`src/include/bss_pkg.sv`:
```
package bss_pkg;

	// ************************************************
	// Widths
	// ************************************************
	localparam int PADDR_W = 12;
	localparam int FB_AW = 24;
	localparam int MAG_W = 16;

	// ************************************************
	// Register byte offsets
	// ************************************************
	localparam logic [11:0] OFS_SLOPE0 = 12'h000;
	localparam logic [11:0] OFS_MODE = 12'h020;
	localparam logic [11:0] OFS_WIDTH = 12'h024;
	localparam logic [11:0] OFS_CONT = 12'h028;
	localparam logic [11:0] OFS_SEGLEN = 12'h02C;
	localparam logic [11:0] OFS_ERR = 12'h030;
	localparam logic [11:0] OFS_ADDR = 12'h034;

	// ************************************************
	// Field positions and codes
	// ************************************************
	localparam int SLOPE_DY_LSB = 16;
	localparam int OCT_LSB = 2;
	localparam int OCT_XNEG = 0;
	localparam int OCT_YNEG = 1;
	localparam int OCT_YMAJ = 2;
	localparam int MODE_ENV_BIT = 13;
	localparam int SEGLEN_CNT_LSB = 4;
	localparam int SEGLEN_BUSY_BIT = 31;
	localparam logic [1:0] MODE_SIMPLE = 2'h0;
	localparam logic [1:0] MODE_LINE = 2'h1;
	localparam logic [1:0] MODE_LINE3D = 2'h2;
	localparam logic [4:0] SEG_PIXELS = 5'h10;
	localparam logic [31:0] RST_WORD = 32'h00000000;

	// ************************************************
	// Carriers
	// ************************************************
	typedef struct packed {
		logic signed [15:0] err;
		logic [3:0] len;
		logic [15:0] einc1;
		logic [15:0] einc2;
		logic signed [23:0] ainc1;
		logic signed [23:0] ainc2;
	} bss_terms_t;

	typedef struct packed {
		logic [23:0] addr;
		logic is3d;
	} bss_pix_t;

endpackage : bss_pkg

```
`src/bss_top.sv`:
```
// Added by the designer: the APB interface to the registers and the placing of the registers.
`timescale 1ns/10ps
// Behaviour
// - only command register or fb writes start drawing
// - mode selects op; fb or command start
// - 3D lines only via command writes
// - slope word: dy high, dx low
// - slope write loads signed initial error
// - slope write yields 4-bit segment length
// - negative error: add increment 1
// - nonnegative error: subtract increment 2
// - eight registers, each one octant
// - length is major magnitude modulo 16
// - continue write draws exactly 16 pixels
// - environment bit alters term generation
// - slope registers read zero after reset
// - engine state kept after segment ends
module bss_top (
	// Clock and reset
	input wire logic pclk,
	input wire logic presetn,
	// APB slave
	input wire logic psel,
	input wire logic penable,
	input wire logic pwrite,
	input wire logic [11:0] paddr,
	input wire logic [31:0] pwdata,
	output logic [31:0] prdata,
	output logic pready,
	output logic pslverr,
	// Direct frame buffer write
	input wire logic fb_wr_valid,
	input wire logic [23:0] fb_wr_addr,
	output logic fb_wr_ready,
	// Pixel output
	output bss_pkg::bss_pix_t pix,
	output logic pix_valid,
	input wire logic pix_ready,
	// Engine status
	output logic busy
);

	// ************************************************
	// Registers and state
	// ************************************************
	typedef enum logic {ST_IDLE, ST_DRAW} bss_state_t;

	bss_state_t state_r;
	logic [31:0] slope_r [8];
	logic [1:0] mode_sel_r;
	logic env_r;
	logic [15:0] width_r;
	bss_pkg::bss_terms_t terms_r;
	bss_pkg::bss_terms_t new_terms;
	logic signed [15:0] err_r;
	logic signed [15:0] err_nxt;
	logic [23:0] addr_r;
	logic [23:0] addr_nxt;
	logic [3:0] len_r;
	logic [4:0] cnt_r;
	logic [31:0] prdata_r;
	logic pslverr_r;
	logic pix_valid_r;
	bss_pkg::bss_pix_t pix_r;

	// ************************************************
	// Address decode
	// ************************************************
	logic is_slope;
	logic is_mode;
	logic is_width;
	logic is_cont;
	logic is_seglen;
	logic is_err;
	logic is_addr;
	logic is_mapped;
	logic is_stall_cls;
	logic [2:0] oct_idx;

	always_comb begin
		is_slope = 1'b0;
		is_mode = 1'b0;
		is_width = 1'b0;
		is_cont = 1'b0;
		is_seglen = 1'b0;
		is_err = 1'b0;
		is_addr = 1'b0;
		if (paddr[1:0] != 2'h0) begin
			is_mode = 1'b0;
		end else if (paddr < bss_pkg::OFS_MODE) begin
			is_slope = 1'b1;
		end else if (paddr == bss_pkg::OFS_MODE) begin
			is_mode = 1'b1;
		end else if (paddr == bss_pkg::OFS_WIDTH) begin
			is_width = 1'b1;
		end else if (paddr == bss_pkg::OFS_CONT) begin
			is_cont = 1'b1;
		end else if (paddr == bss_pkg::OFS_SEGLEN) begin
			is_seglen = 1'b1;
		end else if (paddr == bss_pkg::OFS_ERR) begin
			is_err = 1'b1;
		end else if (paddr == bss_pkg::OFS_ADDR) begin
			is_addr = 1'b1;
		end
	end

	assign is_mapped = is_slope | is_mode | is_width | is_cont | is_seglen | is_err | is_addr;
	assign oct_idx = paddr[bss_pkg::OCT_LSB +: 3];
	// Writes that touch the engine wait for the segment to end
	assign is_stall_cls = is_slope | is_cont | is_addr | is_width | is_mode;

	// ************************************************
	// Bus handshake
	// ************************************************
	logic wr_en;
	logic setup;
	logic slope_wr;
	logic cont_wr;
	logic line_mode;
	logic start_slope;
	logic start_cont;
	logic fb_start;
	logic step_go;
	logic last_step;

	assign busy = (state_r == ST_DRAW);
	assign pready = !(pwrite && is_stall_cls && busy);
	assign wr_en = psel && penable && pwrite && pready;
	assign setup = psel && !penable;
	assign slope_wr = wr_en && is_slope;
	assign cont_wr = wr_en && is_cont;
	assign line_mode = (mode_sel_r == bss_pkg::MODE_LINE) || (mode_sel_r == bss_pkg::MODE_LINE3D);
	assign start_slope = slope_wr && line_mode;
	assign start_cont = cont_wr && line_mode;
	// fb writes start 2D lines only
	assign fb_wr_ready = !busy && !(psel && pwrite && is_stall_cls);
	assign fb_start = fb_wr_valid && fb_wr_ready && (mode_sel_r == bss_pkg::MODE_LINE);
	assign step_go = busy && (!pix_valid_r || pix_ready);
	assign last_step = step_go && (cnt_r == 5'h01);

	// ************************************************
	// Term generation and stepping
	// ************************************************
	bss_terms u_terms (
		.dx(pwdata[15:0]),
		.dy(pwdata[31:16]),
		.octant(oct_idx),
		.width(width_r),
		.env_alt(env_r),
		.terms(new_terms)
	);

	bss_step u_step (
		.err(err_r),
		.addr(addr_r),
		.terms(terms_r),
		.err_nxt(err_nxt),
		.addr_nxt(addr_nxt)
	);

	// ************************************************
	// Software registers
	// ************************************************
	always_ff @(posedge pclk or negedge presetn) begin
		if (!presetn) begin
			for (int i = 0; i < 8; i++) begin
				slope_r[i] <= bss_pkg::RST_WORD;
			end
		end else if (slope_wr) begin
			slope_r[oct_idx] <= pwdata;
		end
	end

	always_ff @(posedge pclk or negedge presetn) begin
		if (!presetn) begin
			mode_sel_r <= bss_pkg::MODE_SIMPLE;
			env_r <= 1'b0;
			width_r <= 16'h0000;
		end else if (wr_en && is_mode) begin
			mode_sel_r <= pwdata[1:0];
			env_r <= pwdata[bss_pkg::MODE_ENV_BIT];
		end else if (wr_en && is_width) begin
			width_r <= pwdata[15:0];
		end
	end

	// ************************************************
	// Bresenham engine
	// ************************************************
	always_ff @(posedge pclk or negedge presetn) begin
		if (!presetn) begin
			terms_r <= '0;
			len_r <= 4'h0;
		end else if (slope_wr) begin
			terms_r <= new_terms;
			len_r <= new_terms.len;
		end
	end

	always_ff @(posedge pclk or negedge presetn) begin
		if (!presetn) begin
			err_r <= 16'sh0000;
			addr_r <= 24'h000000;
		end else if (slope_wr) begin
			err_r <= new_terms.err;
		end else if (wr_en && is_addr) begin
			addr_r <= pwdata[23:0];
		end else if (fb_start) begin
			addr_r <= fb_wr_addr;
		end else if (step_go) begin
			err_r <= err_nxt;
			addr_r <= addr_nxt;
		end
	end

	always_ff @(posedge pclk or negedge presetn) begin
		if (!presetn) begin
			state_r <= ST_IDLE;
			cnt_r <= 5'h00;
		end else begin
			case (state_r)
				ST_IDLE: begin
					// only command or fb writes start
					if (start_slope) begin
						state_r <= ST_DRAW;
						cnt_r <= (new_terms.len == 4'h0) ? bss_pkg::SEG_PIXELS
							: {1'b0, new_terms.len};
					end else if (start_cont || fb_start) begin
						state_r <= ST_DRAW;
						cnt_r <= bss_pkg::SEG_PIXELS;
					end
				end
				ST_DRAW: begin
					if (step_go) begin
						cnt_r <= cnt_r - 5'h01;
					end
					if (last_step) begin
						state_r <= ST_IDLE;
					end
				end
				default: begin
					state_r <= ST_IDLE;
				end
			endcase
		end
	end

	// ************************************************
	// Pixel output
	// ************************************************
	always_ff @(posedge pclk or negedge presetn) begin
		if (!presetn) begin
			pix_valid_r <= 1'b0;
			pix_r <= '0;
		end else if (step_go) begin
			pix_valid_r <= 1'b1;
			pix_r.addr <= addr_r;
			pix_r.is3d <= (mode_sel_r == bss_pkg::MODE_LINE3D);
		end else if (pix_ready) begin
			pix_valid_r <= 1'b0;
		end
	end

	assign pix = pix_r;
	assign pix_valid = pix_valid_r;

	// ************************************************
	// Read data
	// ************************************************
	always_ff @(posedge pclk or negedge presetn) begin
		if (!presetn) begin
			prdata_r <= bss_pkg::RST_WORD;
			pslverr_r <= 1'b0;
		end else if (setup) begin
			pslverr_r <= !is_mapped;
			prdata_r <= bss_pkg::RST_WORD;
			if (pwrite) begin
				prdata_r <= bss_pkg::RST_WORD;
			end else if (is_slope) begin
				prdata_r <= slope_r[oct_idx];
			end else if (is_mode) begin
				prdata_r[1:0] <= mode_sel_r;
				prdata_r[bss_pkg::MODE_ENV_BIT] <= env_r;
			end else if (is_width) begin
				prdata_r[15:0] <= width_r;
			end else if (is_seglen) begin
				prdata_r[3:0] <= len_r;
				prdata_r[bss_pkg::SEGLEN_CNT_LSB +: 5] <= cnt_r;
				prdata_r[bss_pkg::SEGLEN_BUSY_BIT] <= busy;
			end else if (is_err) begin
				prdata_r[15:0] <= err_r;
			end else if (is_addr) begin
				prdata_r[23:0] <= addr_r;
			end
		end
	end

	assign prdata = prdata_r;
	assign pslverr = pslverr_r;

	logic [5:0] px_h;
	logic [4:0] exp_h;
	logic [15:0] maj_h;

	assign maj_h = (pwdata[15:0] >= pwdata[31:16]) ? pwdata[15:0] : pwdata[31:16];

	always_ff @(posedge pclk or negedge presetn) begin
		if (!presetn) begin
			px_h <= 6'h00;
			exp_h <= 5'h00;
		end else if (!busy && (start_slope || start_cont || fb_start)) begin
			px_h <= 6'h00;
			exp_h <= (start_slope && new_terms.len != 4'h0) ? {1'b0, new_terms.len}
				: bss_pkg::SEG_PIXELS;
		end else if (step_go) begin
			px_h <= px_h + 6'h01;
		end
	end
endmodule : bss_top

```
`src/bss_terms.sv`:
```
`timescale 1ns/10ps
module bss_terms (
	// Slope magnitudes and octant
	input wire logic [15:0] dx,
	input wire logic [15:0] dy,
	input wire logic [2:0] octant,
	// Setup context
	input wire logic [15:0] width,
	input wire logic env_alt,
	// Derived terms
	output bss_pkg::bss_terms_t terms
);
	logic [15:0] major;
	logic [15:0] minor;
	logic [17:0] err_full;
	logic [16:0] diff2;
	logic signed [23:0] xs;
	logic signed [23:0] ys;

	assign major = (dx >= dy) ? dx : dy;
	assign minor = (dx >= dy) ? dy : dx;
	assign err_full = {1'b0, minor, 1'b0} - {2'h0, major} - {17'h00000, env_alt};
	assign diff2 = {major - minor, 1'b0};
	assign xs = octant[bss_pkg::OCT_XNEG] ? 24'hFFFFFF : 24'h000001;
	assign ys = octant[bss_pkg::OCT_YNEG] ? -$signed({8'h00, width}) : $signed({8'h00, width});

	always_comb begin
		terms.err = err_full[15:0];
		terms.len = major[3:0];
		terms.einc1 = {minor[14:0], 1'b0};
		terms.einc2 = diff2[15:0];
		terms.ainc1 = octant[bss_pkg::OCT_YMAJ] ? ys : xs;
		terms.ainc2 = xs + ys;
	end

endmodule : bss_terms

```
`src/bss_step.sv`:
```
`timescale 1ns/10ps
module bss_step (
	// Current engine state
	input wire logic signed [15:0] err,
	input wire logic [23:0] addr,
	input bss_pkg::bss_terms_t terms,
	// Next engine state
	output logic signed [15:0] err_nxt,
	output logic [23:0] addr_nxt
);
	always_comb begin
		if (err < 16'sh0000) begin
			err_nxt = err + $signed(terms.einc1);
			addr_nxt = addr + terms.ainc1;
		end else begin
			err_nxt = err - $signed(terms.einc2);
			addr_nxt = addr + terms.ainc2;
		end
	end

endmodule : bss_step

```
`config.mk`:
```
export PLATFORM = sky130hd
export DESIGN_NAME = bss_top
export DESIGN_NICKNAME = d
export VERILOG_FILES = /design/src/include/bss_pkg.sv /design/src/bss_top.sv /design/src/bss_terms.sv /design/src/bss_step.sv
export SDC_FILE = /design/constraint.sdc
export NUM_CORES = 1
export LEC_CHECK = 0
export BUFFER_PORTS_ARGS = -buffer_cell sky130_fd_sc_hd__buf_2
export CORE_MARGIN = 10
export CORE_UTILIZATION = 67
export CTS_CLUSTER_SIZE = 12
export DETAILED_ROUTE_END_ITERATION = 8
export HOLD_SLACK_MARGIN = 0.08
export PLACE_DENSITY = 0.85
export SYNTH_ARGS = -nofsm -noshare
export SYNTH_HDL_FRONTEND = slang
export SYNTH_SLANG_ARGS = --single-unit
export TNS_END_PERCENT = 100
```
`constraint.sdc`:
```
create_clock -name pclk -period 8.1 [get_ports pclk]
set_clock_uncertainty 0.1 [all_clocks]
set_input_delay 0.405 -clock pclk [delete_from_list [all_inputs] [get_ports pclk]]
set_output_delay 0.405 -clock pclk [all_outputs]
set_load 0.01 [all_outputs]
```
Word-level counts from Yosys, hierarchy flattened --
Index checks and enable logic that the tools add are counted.
Storage, ports and cells: flip-flop bits (word level) 462, output and inout bits 62
Cells by class: add/sub/neg operators 10, magnitude comparators 5, equality and inequality tests 13, multiplexer cells 91, bitwise operators 14, reduce and logical (&&, ||, !) cells 39
Operator list (count):
- 24-bit 2-to-1 mux | 16
- 256-bit bitwise mux | 1
- 16-bit 2-to-1 mux | 8
- 32-bit 2-to-1 mux | 4
- 32-bit binary-select mux with 3-bit select | 1
- 32-bit demux with 3-bit select | 1
- 24-bit adder | 3
- 12-bit by 6-bit == test with 1-bit output (second input constant) | 6
- 1-bit 2-to-1 mux | 45
- 16-bit subtractor | 2
- 15-bit 2-to-1 mux | 2
- 16-bit negator with 24-bit output | 1
- 1-bit logical AND | 21
- 5-bit 2-to-1 mux | 4
- 16-bit adder | 1
- 16-bit >= comparator | 1
- 16-bit by 1-bit < comparator with 1-bit output (second input constant) | 1
- 8-bit 2-to-1 mux | 2
- 16-bit by 1-bit subtractor with 16-bit output | 1
- 15-bit subtractor | 1
- 12-bit by 6-bit < comparator with 1-bit output (second input constant) | 1
- 11-bit 2-to-1 mux | 1
- 10-bit 2-to-1 mux | 1
- 1-bit bitwise OR | 10
- other kinds (23) | 37

Logic depth before layout (Yosys ltp) --
Gate-level depths: netlist (run 1).
depth after elaboration 23, depth in mapped cells 26, gate-level depth less buffers 22

Hierarchy --
From an unflattened synthesis (run 1), not the netlist that was laid out.
Second synthesis, totals: cells, all modules 2617, area, all modules 27612.7 µm²
By module, submodules not included:
- bss_top | instances 1, cells each 1637, area an instance 20951.3 µm², seq. area each 12011.5 µm²
- bss_terms | instances 1, cells each 631, area an instance 4137.7 µm², seq. area each 0.0 µm²
- bss_step | instances 1, cells each 349, area an instance 2523.7 µm², seq. area each 0.0 µm²

Least setup slack after synthesis (run 1) --
No wires, ideal clock.
path type input -> register, start point input pwdata[26], end point register err_r[14], setup time 0.104 ns, data arrival time 5.306 ns, data required time 7.896 ns, path slack 2.590 ns, stages on the path 24, buffers on the path 4, cell sequence clkbuf_1 -> inv_1 -> ha_1 -> and2_4 -> buf_6 -> and4_1 -> a31oi_1 -> nand2_1 -> clkbuf_1 -> clkbuf_1 -> a21oi_1 -> ha_1 -> fa_1 -> nand2b_1 -> a21oi_1 -> o21bai_1 -> a21oi_1 -> nor2b_1 -> o21a_1 -> o41ai_1 -> o2111ai_1 -> a21oi_1 -> xor2_1 -> a221oi_1
On the way: longest elaborated chain between the ends 5, elaborated cells on any way between the ends 6, classes of those cells add/sub (2); order compare (1); mux (3)
RTL lines:
- start, declared | RTL line bss_top.sv:27 | input wire logic [31:0] pwdata,
- 16-bit >= comparator | RTL line bss_terms.sv:20, bss_terms.sv:21
- 16-bit 2-to-1 mux / 15-bit 2-to-1 mux (equally long branches) | RTL line bss_terms.sv:20, bss_terms.sv:21
- 16-bit subtractor (*) | RTL line bss_terms.sv:22 | assign err_full = {1'b0, minor, 1'b0} - {2'h0, major} - {17'h00000, env_alt};
- 16-bit by 1-bit subtractor with 16-bit output (*) | RTL line bss_terms.sv:22
- 16-bit 2-to-1 mux (*) | RTL line bss_top.sv:204 | end else if (slope_wr) begin
- end signal, assigned | RTL line bss_top.sv:205 | err_r <= new_terms.err;
- end signal, assigned | RTL line bss_top.sv:211 | err_r <= err_nxt;
- end, declared | RTL line bss_top.sv:55 | logic signed [15:0] err_r;
Mark *: on every way between the ends. The rest lies on a longest branch, timed or not. A chain may end at the register's enable or synchronous reset.

Worst setup path after layout (run 1) --
start point input pwdata[25], end point register err_r[14]
Same word-level chain as after synthesis.

==> results of run 1 <==
-- cell families after synthesis --
group / Yosys count
and+or+nand+nor: 694
AOI/OAI and AO/OA: 640
DFF: 462
muxes: 322
buffers and inverters: 236
xor gates and xnor gates: 122
adders and majority gates: 104
-- power by group through the flow --
stage	logic (W)	registers (W)	clock network [W]
after global placement	0.00121	0.00251	0
after floorplan	0.000881	0.00247	0
final	0.00129	0.00248	0.00215
after CTS	0.00125	0.00247	0.00217
after detailed placement	0.00124	0.00251	0
after global routing	0.00140	0.00248	0.00225
-- through the flow --
| step | setup WS [ns] | total power (W) | instances | utilization [%] | hold slack, ns |
|---|---|---|---|---|---|
| detailed placement | 2.086 | 0.003750 | 3087 | 70.17 | 0.3584 |
| finish | 1.940 | 0.005920 | 3184 | 74.46 | 0.1088 |
| global route | 1.674 | 0.006132 | 3183 | 74.45 | 0.1249 |
| floorplan | 2.590 | 0.003352 | 2580 | - | 0.009409 |
| global placement | 2.212 | 0.003724 | 3087 | 70.17 | 0.3533 |
| CTS | 2.092 | 0.005892 | 3178 | 74.42 | 0.08868 |
-- final cells by class --
| class | instances | area [sq um] |
|---|---|---|
| inverters | 59 | 221.5 |
| multi-input cells | 1882 | 13670 |
| clock inverters | 9 | 85.08 |
| well taps | 518 | 648.1 |
| clock buffers | 67 | 1405 |
| repair buffers | 181 | 1100 |
| fillers | 2644 | 9847 |
| diodes | 6 | 15.01 |
| flip-flops and latches | 462 | 11560 |
-- cell usage after synthesis, drive strengths merged (37+ instances only) --
cell    number  area (sq um)
buf         37         160.2
inv         55         206.5
a21oi      122         614.3
mux2       228          2567
nor3        38         190.2
nor2       116         435.4
xnor2       63         551.8
ha         100          1251
nand2      412          1546
xor2        59         516.8
clkbuf     140         525.5
mux4        64          1441
dfrtp      462         11560
o21ai      272          1361
-- flip-flops by register name, summed over array words and instances, names as in the netlist --
register    cells
len_r           4
err_r          16
pslverr         1
env_r           1
width_r        16
busy            1
slope_r       256
mode_sel_r      2
prdata         32
addr_r         24
cnt_r           5
pix            25
terms_r        78
pix_valid       1
-- per-layer routing --
metal | share of wire (%) | wire length (um) | GRT usage [%]
met5 | 0.015 | 13 | 0
met3 | 12 | 9883 | 9.820
met2 | 44 | 37950 | 54.42
met1 | 38 | 32360 | 45.90
met4 | 6.0 | 5157 | 20.30
-- worst reg2reg max path, delay by kind of cell, from the launching register on --
family          cells  cell delay [ns]
compound gates      7             2.07
buf+inv             2             1.14
flops               1             0.55
mux                 1             0.49
fa+ha+maj           1             0.36
xor+xnor            1             0.13
simple gates        1             0.10
-- path summary, 6_finish.rpt --
kind	slack, ns	start	end
worst max register to register	3.04	err_r[15]$_DFFE_PN0P_	addr_r[18]$_DFFE_PN0P_
worst max-delay path	1.94	pwdata[25]	err_r[14]$_DFFE_PN0P_
min in group asynchronous	0.38	presetn	slope_r[104]$_DFFE_PN0P_
worst min register to register	0.37	pix[13]$_DFFE_PN0P_	pix[13]$_DFFE_PN0P_
max in group asynchronous	5.91	presetn	slope_r[208]$_DFFE_PN0P_
worst min-delay path	0.11	fb_wr_addr[20]	addr_r[20]$_DFFE_PN0P_
-- what timing repair did --
action	4_1_cts	5_1_grt
hold buffers	15	0
gates resized for setup	0	0
setup buffers	0	0
endpoints found under the hold margin	139	0
==> run_results.csv, run 1 <==
group,metric,value,unit
run_status,status,"finished clean",
worst_setup_path,critPathKind,"input port to flop",
timing,fmax,162.3,MHz
layout,area_growth_syn_to_layout,10.16,%
worst_setup_path,end_kind,"flop",
power,p_clk_share,36.4,%
grt,track_usage,35.85,%
place,placed_area,27050,sq um
worst_setup_path,worst-path-stages,21,
logic_synthesis,synth_edf_count,0,
timing,min_period_over_period,76.04,%
route,dr_total_vias,21650,
grt,grt_pass1_wl,129800,um
logic_synthesis,synthMuxAreaShare,16.53,%
power,p_int,0.004097,W
cts,numClockSinks,462,
place,portBuffers,136,
power,power_density,206.2,nW/um^2
grt,grt-ovfl-total,0,
logic_synthesis,synth_top_family_by_area,"multiplexers",
logic_synthesis,yosys_most_used_dff,"dfrtp_1",
die,die-area,47190,sq um
layout,final_common_cell,"dfrtp_1",
place,place_congestion,1.006,
route,drcViolationCount,0,
power,p_switching,0.001823,W
logic_synthesis,synth.distinct_cells,74,
logic_synthesis,async_flop_share,100.0,%
logic_synthesis,syn_area,26060,sq um
logic_synthesis,synthAdderAreaFrac,5.108,%
route,wire_per_inst,26.81,um
timing,setup_viol,0,
power,ir_worst_vdd,232.9,uV
cts,htreeDepth,2,
die,die_w,217.2,um
route,ant_nets,0,
timing,hold_viol_final,0,
cts,insertion_delay,0.60,ns
grt,grt_pass1_vias,21740,
place,post-dp-hpwl,59090,um
worst_setup_path,crit_buf_inv,3,
logic_synthesis,synth_cells,2580,
route,via_per_inst,6.801,
timing,tns,0,ns
worst_setup_path,cp_common_cell,"a21oi_1",
die,io_pins,137,
die,core,38560,sq um
cts,cts.clk_slew.worst_paths,0.06,ns
logic_synthesis,synth.avg_cell_area,10.10,sq um
job,cap_violations,0,
worst_setup_path,path_cells,"dlygate4sd3_1, buf_2, inv_1, ha_1, a21o_1, a221o_1, a22o_1, nor2_4, a21oi_1, fa_1, nand2b_1, a21oi_1, o21bai_1, a21oi_1, nor2b_1, o21a_1, o41ai_1, o2111ai_1, a21oi_1, xor2_1, a221oi_1",
timing,slew_violations,0,
timing,period_minus_slack,6.160,ns
die,die_h,217.2,um
grt,grt_max_degree,193,
route,dr.pass1.iters,8,
worst_setup_path,worstPathArrival,6.55,ns
worst_setup_path,critical_path_required,8.49,ns
worst_setup_path,crit_slowest_cell,"o41ai_1",
route,drt_iter0_drc,2808,
worst_setup_path,critPathMaxFanout,25,
worst_setup_path,slowest_delay,0.67,ns
min_path,hp-class,"input port to flop",
layout,postLayoutCellArea,28710,sq um
power,pwr-share-seq,41.8,%
logic_synthesis,synth_xor_area_share,4.100,%
logic_synthesis,yosysSeqAreaShare,44.36,%
worst_setup_path,reg2reg_depth,13,
logic_synthesis,synth_compound_area_share,14.99,%
timing,slew_headroom,17.60,%
worst_setup_path,cp-start-kind,"input port",
die,start_util,67.59,%
min_path,min_path_cells,3,
power,switching_share,30.80,%
layout,nets,2814,
logic_synthesis,ys_seq_elements,462,
logic_synthesis,yosys.area_share.simple,11.42,%
logic_synthesis,synth_fp_nets,2759,
power,p_leak,13.86,nW
timing,tightest_slew,1.227,ns
cts,clockRootBuffer,"clkbuf_16",
grt,antenna_found_initial,8,
cts,cts_buffers,49,
cts,cts_tree,"built",
layout,drive_gt1_share,20.94,%
timing,rsz0062_at_grt,"false",
cts,cts_buffer_depth,3,
layout,layout_common_cells,"dfrtp_1, nand2_1, o21ai_0",
route,drt_wl_total,85370,um
logic_synthesis,ys_warn_count,0,
worst_setup_path,critical_path.top_delay_family,"compound AO/OA/AOI/OAI gates",
power,comb_power_share,21.8,%
die,num_rows,72,
Power figures use the tool's default switching activity.
==> run 2: changes to the inputs <==
--- a/config.mk
+++ b/config.mk
@@ -5,13 +5,14 @@
 export SDC_FILE = /design/constraint.sdc
 export NUM_CORES = 1
 export LEC_CHECK = 0
+export ABC_AREA = 1
 export BUFFER_PORTS_ARGS = -buffer_cell sky130_fd_sc_hd__buf_2
 export CORE_MARGIN = 10
-export CORE_UTILIZATION = 67
+export CORE_UTILIZATION = 56
 export CTS_CLUSTER_SIZE = 12
 export DETAILED_ROUTE_END_ITERATION = 8
 export HOLD_SLACK_MARGIN = 0.08
-export PLACE_DENSITY = 0.85
+export PLACE_DENSITY = 0.76
 export SYNTH_ARGS = -nofsm -noshare
 export SYNTH_HDL_FRONTEND = slang
 export SYNTH_SLANG_ARGS = --single-unit
==> constraint.sdc (replaced) <==
create_clock -name pclk -period 5.2 [get_ports pclk]
set_clock_uncertainty 0.1 [all_clocks]
set_input_delay 0.26 -clock pclk [delete_from_list [all_inputs] [get_ports pclk]]
set_output_delay 0.26 -clock pclk [all_outputs]
set_load 0.01 [all_outputs]
==> run 2 against run 1 <==
Final cell count up 28%. Combinational power up 19%. Die area up 18%. Power up 48%. Wire length up 10%. Non-clock buffer count up 51. First-iteration DRC count up 13%. Clock-buffer cell count down 5. Via count up 17%. Worst hold slack worse by 0.0093 ns. Clock power up 63%. Critical endpoint is now addr_r[22]$_DFFE_PN0P_.
==> run_results.csv, run 2 <==
group,metric,value,unit
route,drt_wl_total,94290,um
job,cap_violations,0,
die,num_rows,78,
logic_synthesis,synth_xor_area_share,3.031,%
logic_synthesis,synth_top_area_share,44.46,%
place,place_congestion,1.003,
timing,period_minus_slack,4.677,ns
timing,slew_violations,0,
grt,grt_max_degree,157,
route,drt_iter0_drc,3180,
route,wire_per_inst,23.19,um
layout,postLayoutCellArea,29170,sq um
worst_setup_path,critPathMaxFanout,12,
logic_synthesis,ys_warn_count,0,
logic_synthesis,synth_top_family_by_area,"simple AND/OR/NAND/NOR gates",
timing,tightest_slew,1.158,ns
timing,setup_viol,0,
logic_synthesis,synth_area_leaders,"dfrtp_1, nand2_1, o21ai_0, ha_1, inv_1",
power,p_leak,14.33,nW
timing,setup_ws,0.5225,ns
cts,hold_buffers,50,
logic_synthesis,synthMuxAreaShare,0.03849,%
cts,cts_buffers,50,
timing,slew_headroom,22.65,%
timing,fmax,213.8,MHz
power,power_density,301.3,nW/um^2
worst_setup_path,critPathKind,"flop to flop",
worst_setup_path,critical_path.top_delay_family,"simple AND/OR/NAND/NOR gates",
logic_synthesis,async_flop_share,100.0,%
timing,min_period_over_period,89.95,%
worst_setup_path,reg2reg_slack,0.52,ns
route,drcViolationCount,0,
place,dp_slack,0.7238,ns
logic_synthesis,synth_fp_nets,3500,
min_path,min_path_cells,3,
route,dr.pass1.iters,8,
die,die-area,55460,sq um
worst_setup_path,reg2reg_depth,18,
logic_synthesis,ys_seq_elements,462,
worst_setup_path,cp_common_cell,"nand2_1",
layout,area_growth_syn_to_layout,12.15,%
logic_synthesis,synthAdderAreaFrac,5.119,%
worst_setup_path,end_kind,"flop",
min_path,hp-class,"input port to flop",
cts,numClockSinks,462,
worst_setup_path,crit_buf_inv,3,
grt,antenna_found_initial,4,
logic_synthesis,synth_cells,3321,
layout,largest_register_ffs,256,
place,placed_cells,3929,
logic_synthesis,yosys.area_share.simple,21.36,%
logic_synthesis,synth_top_area_cell,"dfrtp_1",
timing,rsz0062_at_grt,"false",
worst_setup_path,worstPathArrival,5.06,ns
cts,htreeDepth,2,
place,placed_area,27090,sq um
route,via_per_inst,6.213,
worst_setup_path,crit_slowest_cell,"dfrtp_1",
grt,grt-ovfl-total,0,
worst_setup_path,cp-start-kind,"flop",
place,post-dp-hpwl,67210,um
cts,cts_setup_buffers,0,
layout,final_common_cell,"nand2_1",
grt,grt_pass1_vias,23990,
worst_setup_path,slowest_delay,0.70,ns
logic_synthesis,yosysMostFrequentCell,"nand2_1",
run_status,status,"finished clean",
worst_setup_path,path_cells,"clkinv_1, nand2_1, o21ai_0, ha_1, nand2_1, nor2_1, nor3b_1, nand3_1, nand3_1, nand3_1, nand2_1, xor2_1, nand2_1, inv_1, o21ai_0, dlygate4sd3_1, nand2_1, nand2_1",
die,io_pins,137,
route,dr_total_vias,25260,
logic_synthesis,yosysSeqAreaShare,44.46,%
worst_setup_path,worst-path-stages,18,
cts,clockRootBuffer,"clkbuf_16",
logic_synthesis,synth_edf_count,0,
power,ir_worst_vdd,284.2,uV
layout,stdcell_count,4065,
cts,insertion_delay,0.62,ns
timing,tns,0,ns
die,core,45670,sq um
die,start_util,56.94,%
layout,nets,3610,
worst_setup_path,critical_path_required,5.58,ns
place,portBuffers,136,
layout,final_util,63.86,%
layout,layout_common_cells,"nand2_1, o21ai_0, dfrtp_1",
cts,ctsResizeCount,0,
route,ant_nets,0,
die,die_h,235.5,um
grt,grt_pass1_wl,143700,um
layout,drive_gt1_share,8.988,%
die,die_w,235.5,um
grt,track_usage,32.81,%
logic_synthesis,syn_area,26010,sq um
cts,cts_tree,"built",
logic_synthesis,synth.distinct_cells,65,
cts,cts_buffer_depth,3,
logic_synthesis,synth_compound_area_share,19.43,%
logic_synthesis,synth.avg_cell_area,7.831,sq um
logic_synthesis,yosys_most_used_dff,"dfrtp_1",
timing,hold_viol_final,0,
cts,cts.clk_slew.worst_paths,0.06,ns
logic_synthesis,synth_commonest_cells,"nand2_1, o21ai_0, dfrtp_1",
layout,largest_register,"slope_r",
[run 2: cell types whose count changed in the layout (fill, tap and decap cells not counted), sizes merged, moves of 34 or more]
cell         change
inv            +180
o21ai          +230
nand2          +592
dlygate4sd3     +35
nand3          +134
o22ai          +120
mux4            -64
mux2           -228
xnor2           -34
[run 2: stage by stage]
stage / power, W / hold WS (ns)
after floorplan: 0.004741 / -0.1356
after global placement: 0.005253 / 0.2360
after detailed placement: 0.005265 / 0.2445
after CTS: 0.008771 / 0.08461
after global routing: 0.009114 / 0.1190
final: 0.008789 / 0.09950
[run 2: path summary, 6_finish.rpt]
path / start / endpoint
setup / recovery: err_r[15]$_DFFE_PN0P_ / addr_r[22]$_DFFE_PN0P_
hold / removal: paddr[3] / slope_r[148]$_DFFE_PN0P_
setup reg to reg: err_r[15]$_DFFE_PN0P_ / addr_r[22]$_DFFE_PN0P_
hold reg to reg: terms_r[1]$_DFFE_PN0N_ / terms_r[1]$_DFFE_PN0N_
max in group asynchronous: presetn / slope_r[121]$_DFFE_PN0P_
min in group asynchronous: presetn / addr_r[16]$_DFFE_PN0P_
[run 2: per-layer routing]
metal | vias to the layer above | routed length [um] | GRT usage, % | part of all wire (%)
met5 | - | 25 | 0 | 0.027
met2 | 1409 | 42630 | 51.23 | 45
met1 | 12200 | 37750 | 43.19 | 40
met4 | 4 | 4657 | 15.24 | 4.9
li1 | 11390 | - | - | -
met3 | 258 | 9218 | 6.703 | 9.8
[run 2: cell type report]
| class | count | area [sq um] |
|---|---|---|
| diodes | 5 | 12.51 |
| clock buffers | 62 | 1366 |
| clock inverters | 19 | 200.2 |
| fillers | 3952 | 16510 |
| inverters | 249 | 942.2 |
| multi-input cells | 2436 | 12750 |
| flip-flops and latches | 462 | 11560 |
| well taps | 600 | 750.7 |
| repair buffers | 232 | 1587 |
[run 2: kinds of logic (layout without fill, tap and decap cells)]
kind of cell / after synthesis / in the layout
other: 0 / 5
buffers and inverters: 423 / 562
adders and majority gates: 104 / 104
and+or+nand+nor: 1349 / 1349
AOI/OAI and AO/OA: 892 / 892
xor gates and xnor gates: 90 / 90
muxes: 1 / 1
DFF: 462 / 462
[run 2: power by group]
part	switching, W	leakage (nW)	internal (W)
clock network	0.00155	0.770	0.00196
registers	0.0000836	6.22	0.00366
logic	0.00103	7.34	0.000511
total	0.00266	14.3	0.00613
[run 2: worst reg2reg max path, delay by kind of cell (launching register included)]
| family | cells | cell delay (ns) |
|---|---|---|
| AO/OA/AOI/OAI | 2 | 0.22 |
| XOR/XNOR | 1 | 0.16 |
| adder cells (fa/ha/maj) | 1 | 0.40 |
| buffers and inverters | 3 | 1.18 |
| flip-flops | 1 | 0.70 |
| AND/OR/NAND/NOR | 11 | 1.78 |
